<file path="config.mk">
export PLATFORM = sky130hd
export DESIGN_NAME = burst_and_fault_restart_control
export DESIGN_NICKNAME = d
export VERILOG_FILES = /design/src/restart_pkg.sv /design/src/flag_sync.sv /design/src/burst_and_fault_restart_control.sv
export SDC_FILE = /design/constraint.sdc
export NUM_CORES = 1
export LEC_CHECK = 0
export ABC_AREA = 1
export ABC_CLOCK_PERIOD_IN_PS = 1400
export BUFFER_PORTS_ARGS = -buffer_cell sky130_fd_sc_hd__buf_4
export CAP_MARGIN = 20
export CORE_MARGIN = 2
export CORE_UTILIZATION = 56
export DETAILED_ROUTE_END_ITERATION = 6
export HOLD_SLACK_MARGIN = 0.12
export PLACE_DENSITY = 0.78
export SYNTH_ARGS = -nofsm -noshare
export SYNTH_HDL_FRONTEND = slang
export SYNTH_SLANG_ARGS = --single-unit
</file>
<file path="constraint.sdc">
create_clock -name clk -period 1.4 [get_ports clk]
set_input_delay 0.14 -clock clk [delete_from_list [all_inputs] [get_ports clk]]
set_output_delay 0.14 -clock clk [all_outputs]
set_load 0.01 [all_outputs]
</file>
<file path="src/restart_pkg.sv">
// Shared timing constants and state enumeration for the control unit.
package restart_pkg;
	// ****************************************************************
	// Clock and timing
	// ****************************************************************
	localparam int CLK_MHZ          = 200;
	localparam int BLANK_TIME_MS    = 20;
	localparam int SPIKE_TIME_US    = 30;
	localparam int OVP_QUAL_TIME_US = 120;
	localparam int START_MASK_MS    = 1;
	localparam int TICK_TIME_US     = 1;
	localparam int TICK_CYCLES      = TICK_TIME_US * CLK_MHZ;
	localparam int BLANK_TICKS      = BLANK_TIME_MS * 1000 / TICK_TIME_US;
	localparam int SPIKE_TICKS      = SPIKE_TIME_US / TICK_TIME_US;
	localparam int OVP_QUAL_TICKS   = OVP_QUAL_TIME_US / TICK_TIME_US;
	localparam int START_MASK_TICKS = START_MASK_MS * 1000 / TICK_TIME_US;
	localparam int SOFT_START_TICKS = 10000;
	localparam int CNT_W            = 16;
	localparam int TICK_W           = 8;

	// ****************************************************************
	// Operating states
	// ****************************************************************
	typedef enum logic [2:0] {
		ST_NORMAL,
		ST_BURST,
		ST_RESTART,
		ST_CHARGE,
		ST_SOFT
	} mode_e;
endpackage : restart_pkg

</file>
<file path="src/flag_sync.sv">
// Two-stage synchroniser bank for the comparator flags.
module flag_sync #(
	parameter int WIDTH = 8
) (
	input  wire logic             clk,
	input  wire logic             rst_n,
	input  wire logic [WIDTH-1:0] async_in,
	output logic      [WIDTH-1:0] sync_out
);
	logic [WIDTH-1:0] stage1;

	// ****************************************************************
	// Synchroniser
	// ****************************************************************
	always_ff @(posedge clk) begin
		if (!rst_n) begin
			stage1   <= '0;
			sync_out <= '0;
		end else begin
			stage1   <= async_in;
			sync_out <= stage1;
		end
	end
endmodule : flag_sync

</file>
<file path="src/burst_and_fault_restart_control.sv">
// Burst sequencing and auto-restart protection for the supply controller.
// Summary of operation
// - Low-load flag starts blanking count; burst only if held full interval.
// - Entering burst sets burst flag and switches bias off.
// - In burst, upper threshold re-enables bias and switching.
// - Burst selects reduced current limit.
// - In burst, lower threshold switches bias off until upper crossed.
// - Lower-threshold shutdown stays enabled while burst flag set.
// - High feedback in burst leaves burst, restores full limit.
// - Overvoltage, heat, undervoltage, opto short, external go straight.
// - Basic plus extended blanking only for overload and open loop.
// - Restart stops switching; startup cell charges supply; then soft start.
// - After soft start recheck fault; restart again or resume normal.
// - Overload starts blanking count; at basic time release clamp.
// - Overload and pin-high held a spike interval enters restart.
// - Pin charge from clamp to upper level is extended blanking.
// - In soft start, overvoltage with high feedback enters restart.
// - High overvoltage held qualification time enters restart from normal or soft start.
// - High overvoltage ignored during burst.
// - Thermal flag enters restart immediately.
// - Pin pulled low stops switching now; restart follows on the next clock.
// - External restart masked during start-up delay window.
// - Supply below turn-off threshold: off, startup cell on, restart.
module burst_and_fault_restart_control
	import restart_pkg::*;
#(
	parameter int BLANK_CNT = restart_pkg::BLANK_TICKS,
	parameter int MASK_CNT  = restart_pkg::START_MASK_TICKS,
	parameter int SOFT_CNT  = restart_pkg::SOFT_START_TICKS
) (
	input  wire logic clk,
	input  wire logic rst_n,
	input  wire logic high_feedback_comparator,
	input  wire logic low_load_comparator,
	input  wire logic burst_upper_comparator,
	input  wire logic burst_lower_comparator,
	input  wire logic supply_overvoltage_comparator,
	input  wire logic supply_high_ovp_comparator,
	input  wire logic over_temp_comparator,
	input  wire logic supply_on_comparator,
	input  wire logic supply_off_comparator,
	input  wire logic blank_pin_upper_comparator,
	input  wire logic external_restart_comparator,
	output logic      bias_enable,
	output logic      switch_enable,
	output logic      burst_flag,
	output logic      reduced_limit_gate,
	output logic      blanking_clamp_switch,
	output logic      startup_cell_enable,
	output logic      restart_active,
	output logic      soft_start
);
	import restart_pkg::*;

	localparam int NFLAGS = 11;

	logic [NFLAGS-1:0] raw_flags;
	logic [NFLAGS-1:0] flags;
	logic              hi_fb;
	logic              low_ld;
	logic              up_b;
	logic              lo_b;
	logic              ovp;
	logic              ovp_hi;
	logic              hot;
	logic              vcc_on;
	logic              vcc_off;
	logic              ba_up;
	logic              ext_rq;
	logic              tick;
	logic [TICK_W-1:0] tick_cnt;
	mode_e             mode;
	mode_e             next_mode;
	logic [CNT_W-1:0]  low_cnt;
	logic [CNT_W-1:0]  ovl_cnt;
	logic [CNT_W-1:0]  spike_cnt;
	logic [CNT_W-1:0]  ovp_cnt;
	logic [CNT_W-1:0]  mask_cnt;
	logic [CNT_W-1:0]  soft_cnt;
	logic              mask_done;
	logic              bias_on;
	logic              fast_fault;
	logic              slow_fault;
	logic              burst_enter;
	logic              fault;

	// ****************************************************************
	// Flag synchronisation
	// ****************************************************************
	assign raw_flags = {external_restart_comparator,
		blank_pin_upper_comparator, supply_off_comparator,
		supply_on_comparator, over_temp_comparator,
		supply_high_ovp_comparator, supply_overvoltage_comparator,
		burst_lower_comparator, burst_upper_comparator,
		low_load_comparator, high_feedback_comparator};

	flag_sync #(
		.WIDTH(NFLAGS)
	) u_sync (
		.clk     (clk),
		.rst_n   (rst_n),
		.async_in(raw_flags),
		.sync_out(flags)
	);

	assign {ext_rq, ba_up, vcc_off, vcc_on, hot, ovp_hi, ovp,
		lo_b, up_b, low_ld, hi_fb} = flags;

	// ****************************************************************
	// Timebase
	// ****************************************************************
	// A single microsecond tick keeps every counter narrow.
	always_ff @(posedge clk) begin
		if (!rst_n) begin
			tick_cnt <= '0;
			tick     <= 1'b0;
		end else if (tick_cnt == TICK_W'(TICK_CYCLES - 1)) begin
			tick_cnt <= '0;
			tick     <= 1'b1;
		end else begin
			tick_cnt <= tick_cnt + 1'b1;
			tick     <= 1'b0;
		end
	end

	function automatic logic [CNT_W-1:0] count_up(
		input logic             run,
		input logic [CNT_W-1:0] cnt,
		input int               limit
	);
		if (!run)
			count_up = '0;
		else if (tick && cnt < CNT_W'(limit))
			count_up = cnt + 1'b1;
		else
			count_up = cnt;
	endfunction : count_up

	// ****************************************************************
	// Blanking and filter counters
	// ****************************************************************
	always_ff @(posedge clk) begin
		if (!rst_n) begin
			low_cnt <= '0;
		end else begin
			low_cnt <= count_up(mode == ST_NORMAL && low_ld, low_cnt,
				BLANK_CNT);
		end
	end

	always_ff @(posedge clk) begin
		if (!rst_n) begin
			ovl_cnt <= '0;
		end else begin
			ovl_cnt <= count_up(mode == ST_NORMAL && hi_fb, ovl_cnt,
				BLANK_CNT);
		end
	end

	// The clamp holds the pin low until the basic interval ends; the
	// external capacitor then sets the extra delay on its own.
	assign blanking_clamp_switch =
		!(ovl_cnt == CNT_W'(BLANK_CNT));

	always_ff @(posedge clk) begin
		if (!rst_n) begin
			spike_cnt <= '0;
		end else begin
			spike_cnt <= count_up(mode == ST_NORMAL && hi_fb && ba_up &&
				!blanking_clamp_switch, spike_cnt, SPIKE_TICKS);
		end
	end

	always_ff @(posedge clk) begin
		if (!rst_n) begin
			ovp_cnt <= '0;
		end else begin
			ovp_cnt <= count_up(ovp_hi && mode != ST_BURST, ovp_cnt,
				OVP_QUAL_TICKS);
		end
	end

	always_ff @(posedge clk) begin
		if (!rst_n) begin
			mask_cnt <= '0;
		end else begin
			mask_cnt <= count_up(1'b1, mask_cnt, MASK_CNT);
		end
	end

	assign mask_done = mask_cnt == CNT_W'(MASK_CNT);

	always_ff @(posedge clk) begin
		if (!rst_n) begin
			soft_cnt <= '0;
		end else begin
			soft_cnt <= count_up(mode == ST_SOFT, soft_cnt, SOFT_CNT);
		end
	end

	// ****************************************************************
	// Fault qualification
	// ****************************************************************
	assign fast_fault = hot
		|| vcc_off
		|| (ext_rq && mask_done)
		|| ovp_cnt == CNT_W'(OVP_QUAL_TICKS);
	assign slow_fault = spike_cnt == CNT_W'(SPIKE_TICKS);
	assign burst_enter = low_ld && low_cnt == CNT_W'(BLANK_CNT);
	assign fault = fast_fault || slow_fault;

	// ****************************************************************
	// Mode sequencing
	// ****************************************************************
	always_comb begin
		next_mode = mode;
		case (mode)
			ST_NORMAL: begin
				if (fault)
					next_mode = ST_RESTART;
				else if (burst_enter)
					next_mode = ST_BURST;
			end
			ST_BURST: begin
				if (fault)
					next_mode = ST_RESTART;
				else if (hi_fb)
					next_mode = ST_NORMAL;
			end
			ST_RESTART: begin
				if (vcc_off)
					next_mode = ST_CHARGE;
			end
			ST_CHARGE: begin
				if (vcc_on)
					next_mode = ST_SOFT;
			end
			ST_SOFT: begin
				if (fast_fault || (ovp && hi_fb))
					next_mode = ST_RESTART;
				else if (soft_cnt == CNT_W'(SOFT_CNT))
					next_mode = hi_fb ? ST_RESTART : ST_NORMAL;
			end
			default: next_mode = ST_RESTART;
		endcase
	end

	always_ff @(posedge clk) begin
		if (!rst_n)
			mode <= ST_CHARGE;
		else
			mode <= next_mode;
	end

	// ****************************************************************
	// Burst bias toggling
	// ****************************************************************
	// Bias keeps its last state between the two burst thresholds so the feedback
	// saw-tooth sets the burst rate.
	always_ff @(posedge clk) begin
		if (!rst_n) begin
			bias_on <= 1'b0;
		end else if (mode != ST_BURST) begin
			bias_on <= 1'b0;
		end else if (up_b) begin
			bias_on <= 1'b1;
		end else if (lo_b && burst_flag) begin
			bias_on <= 1'b0;
		end
	end

	// ****************************************************************
	// Outputs
	// ****************************************************************
	always_ff @(posedge clk) begin
		if (!rst_n) begin
			burst_flag          <= 1'b0;
			reduced_limit_gate  <= 1'b0;
			restart_active      <= 1'b0;
			startup_cell_enable <= 1'b1;
			soft_start          <= 1'b0;
			bias_enable         <= 1'b0;
		end else begin
			burst_flag          <= next_mode == ST_BURST;
			reduced_limit_gate  <= next_mode == ST_BURST;
			restart_active      <= next_mode == ST_RESTART ||
				next_mode == ST_CHARGE;
			startup_cell_enable <= next_mode == ST_CHARGE;
			soft_start          <= next_mode == ST_SOFT;
			bias_enable         <= next_mode == ST_NORMAL ||
				next_mode == ST_SOFT ||
				(next_mode == ST_BURST && bias_on);
		end
	end

	// The external request cuts the gate at once, ahead of the mode change.
	assign switch_enable = bias_enable && !(ext_rq && mask_done) &&
		!restart_active;
endmodule : burst_and_fault_restart_control

</file>
==> reports/qor_table.md <==
| Item | Reported |
| --- | --- |
| Status | finished with violations |
| Violations in the final reports | setup timing |
| Floorplan core area | 10,700 um2 |
| Aggregate negative setup slack | -8.58 ns |
| Compound-cell area share of the yosys netlist | 8.31% |
| Xor-xnor portion of the synthesized cell area | 3.99% |
| Slew at the pin closest to its max-slew limit | 0.431 ns |
| Worst slew margin relative to its limit | 71.0% |
| Most numerous cell types in the synthesized netlist | 179 x sky130_fd_sc_hd__nand2_1, 136 x sky130_fd_sc_hd__dfxtp_1, 131 x sky130_fd_sc_hd__inv_1, 116 x sky130_fd_sc_hd__nor2_1, 61 x sky130_fd_sc_hd__a21oi_1 |
| Wire length reported by the detailed router | 17,500 um |
| Routability Congestion | 0.889 |
| Final core area utilization | 82.3% |
| Number of remaining DRC errors | 0 |
| Total Power Consumption | 8.35 mW |
| Crit path time final | 1.88 ns |
| F_max | 533 MHz |
| Post-synthesis instance area | 6140 um2 |
| Count of state elements after synthesis | 136 |
| Vias in the first global route | 5,533 |
| Simple logic cell fraction of the synthesized area | 30.8% |
| Vertical die dimension | 109 um |
| Power per cell area | 945 nW/um2 |
| Cell-by-cell trace of the critical path | inv_1 > nand3_4 > nor2_4 > nand3_2 > nand3b_1 > inv_1 > buf_6 |
| Number of inserted diodes | 0 |
| Detail Route met3 WL | 890 um |
| WP data arrival | 1.74 ns |
| Area Overhead vs Synth | 44.0% |
| Peak supply drop | 1040 uV |
| Adder-cell area share of the yosys netlist | 2.65% |
| Dominant cell by count in the synthesized netlist | sky130_fd_sc_hd__nand2_1 |
| Most used flip-flop cell after synthesis | sky130_fd_sc_hd__dfxtp_1 |
| Highest layer used for signal routing | met4 |
| First-pass GRT wire length | 23,200 um |
| CP top delay family | simple AND/OR/NAND/NOR gates |
| Register area share after synthesis | 44.3% |
| Mux cell area share after synthesis | 0% |
| Vias | 6,256 |
| Ratio of routed vias to standard cells | 5.43 |
| H-tree levels | 4 |
| Crit-path max FO | 5 |
| Remaining global-route overflow | 0 |
| Number of nets with antenna violations after detailed routing | 0 |
| Most repeated library cell on the critical path | sky130_fd_sc_hd__inv_1 |
| Standard-cell rows | 38 |
| Buffers and inverters on the worst path | 3 |
| TritonCTS Sinks | 136 |
| Number of failing hold endpoints at the final stage | 0 |
| Setup repair after global routing missed its margin | true |
| Period utilization | 134% |
| Final clock skew | 0.00864 ns |
| Top post-synthesis cells by area | sky130_fd_sc_hd__dfxtp_1 44%, sky130_fd_sc_hd__nand2_1 11%, sky130_fd_sc_hd__inv_1 8.0%, sky130_fd_sc_hd__nor2_1 7.1%, sky130_fd_sc_hd__a21oi_1 5.0% |
| Number of ports placed on the die boundary | 21 |
| Total clock buffers created by CTS | 17 |
| DRT Pass-1 Iters | 6 |
| Clock slew seen by the registers of the worst setup and hold paths | 0.06 ns |
| Largest net degree at the start of global routing | 17 |
| Slowest cell delay on critical path | 0.33 ns |
| Share of async-settable or async-resettable flops after synthesis | 0% |
| Post-synth net total | 876 |
| MaxCap Viol Count | 0 |
| Largest family of logic cells by synthesized area | simple AND/OR/NAND/NOR gates |
| Sort of element at the end of the critical path | primary output |
| Area after DPL | 7070 um2 |
| Synthesis Warnings | 0 |
| Initial core utilization | 57.1% |
| Per-instance average area after synthesis | 7.22 um2 |
| Largest area contributor in the synthesized netlist | sky130_fd_sc_hd__dfxtp_1 |
| Initial antenna violation count | 0 |
| Total of endpoints with negative setup slack in the final report | 62 |
| Die Footprint | 11,800 um2 |
| IO Port Bufs | 20 |
| Starting DRT DRC Count | 476 |
| Required time reported for the critical path endpoint | 1.26 ns |
| Worst hold slack | 0.329 ns |
| Logic gate share of total power | 4.5% |
| Switching share of power | 22.5% |
| Ratio of cells with drive above 1 in the final layout | 37.4% |
| Clock latency of the later-clocked register in the worst-skew pair | 0.54 ns |
| Number of cells produced by synthesis | 850 |
| Met1 Wirelength | 6710 um |
| Crit path launch type | flop |
| GRT Total Usage | 24.9% |
| Sw power | 1.88 mW |
| Clock root buffer | sky130_fd_sc_hd__clkbuf_8 |
| Final routed wire length divided by cell count | 15.2 um |
| Area fraction of the dominant cell type after synthesis | 44.3% |
| Die width | 109 um |
| Classification of the worst setup path | flop to primary output |
| Clock Power Share | 47.7% |
| Area of all placed cells without fillers | 8840 um2 |
| Number of nets in the layout | 1,028 |
| Min-Delay Path Class | input pin to flop |
| Slew Limit Fails | 0 |
| Count of distinct cell types in the synthesized netlist | 38 |
| Leak pwr | 3.62 nW |
| Deepest clock path buffer count | 2 |
| Internal | 6.47 mW |
| Worst-case setup margin in the final layout | -0.476 ns |
| Share of power burned in registers | 47.7% |
| Wire length on met2 | 9110 um |
| Clock tree from TritonCTS | built |
| Detailed-placement wirelength estimate | 9140 um |
| Post-synth EDFFs | 0 |
| Slowest stage cell, crit path | sky130_fd_sc_hd__dfxtp_1 |
[registers in the layout (all words and copies together), names as in the netlist]
signal / cells
mode: 3
tick_cnt: 8
startup_cell_enable: 1
u_sync.stage1: 11
u_sync.sync_out: 11
bias_enable: 1
ovl_cnt: 16
tick: 1
mask_cnt: 16
soft_start: 1
spike_cnt: 16
low_cnt: 16
restart_active: 1
ovp_cnt: 16
reduced_limit_gate: 1
bias_on: 1
soft_cnt: 16
[kinds of logic after synthesis]
logic type | count (synthesis)
buffers and inverters | 152
adder cells (fa/ha/maj) | 13
AND/OR/NAND/NOR | 424
XOR/XNOR | 28
AO/OA/AOI/OAI | 97
flip-flops | 136
[path summary, 6_finish.rpt]
| kind | from | end | slack, ns | depth (start not counted) |
|---|---|---|---|---|
| worst min-delay path | burst_upper_comparator | u_sync.stage1[2]$_SDFF_PN0_ | 0.33 | 4 |
| worst min register to register | u_sync.stage1[3]$_SDFF_PN0_ | u_sync.sync_out[3]$_SDFF_PN0_ | 0.41 | 2 |
| worst max-delay path | mask_cnt[2]$_SDFFE_PN0P_ | switch_enable | -0.48 | 7 |
| worst max register to register | mask_cnt[1]$_SDFFE_PN0P_ | bias_enable$_SDFF_PN0_ | -0.28 | 12 |
[power by group through the flow]
stage,combinational (mW),sequential (mW),clock [mW]
after global routing,0.411,3.99,4.18
after CTS,0.333,3.98,4.00
after global placement,0.292,4.06,0
final,0.379,3.99,3.99
after detailed placement,0.294,4.06,0
after floorplan,0.159,4.06,0
[per-stage QoR]
stage | cells | setup slack, ns
floorplan | 850 | 0.0114
global placement | 1086 | -0.0170
detailed placement | 1086 | -0.0883
CTS | 1139 | -0.401
global route | 1153 | -0.555
finish | 1153 | -0.476
[layer usage]
metal / GRT usage (%) / vias up
li1: - / 3011
met1: 28.0 / 2905
met2: 44.0 / 252
met3: 5.20 / 88
met4: 13.1 / 0
met5: 0 / -
[layout make-up]
class                   count  area, um2
clock buffers              21        439
clock inverters             9       78.8
fillers                   586       1910
inverters                 137        539
multi-input cells         563       3590
flip-flops and latches    136       2770
well taps                 140        175
repair buffers            146       1240
repair inverters            1       11.3
[cells in the final DEF (no fill, tap or decap), drive strengths merged, types with 13 or more instances in the layout]
cell type    netlist  layout
nand2            183     183
inv              137     138
dfxtp            136     136
buf               11     132
nor2             118     118
nand3             62      63
a21oi             61      61
o21ai             28      28
nor3              27      27
clkbuf             4      21
xor2              16      16
nand4             15      15
dlygate4sd3        0      14
ha                13      13
[tightest hold or removal path: stages]
cell and delay [ns]:
sky130_fd_sc_hd__dlygate4sd3_1 0.52, sky130_fd_sc_hd__buf_4 0.09, sky130_fd_sc_hd__nand2_1 0.04, sky130_fd_sc_hd__inv_1 0.04
[timing repair]
action                     4_1_cts  5_1_grt
buffers inserted                 9       13
pin swaps                       20       57
gates resized for setup         57      240
hold endpoints to repair        16        0
hold buffers                    14        0
setup endpoints to repair       44      100
gates cloned                     0        2
(Power assumes the default switching activity.)
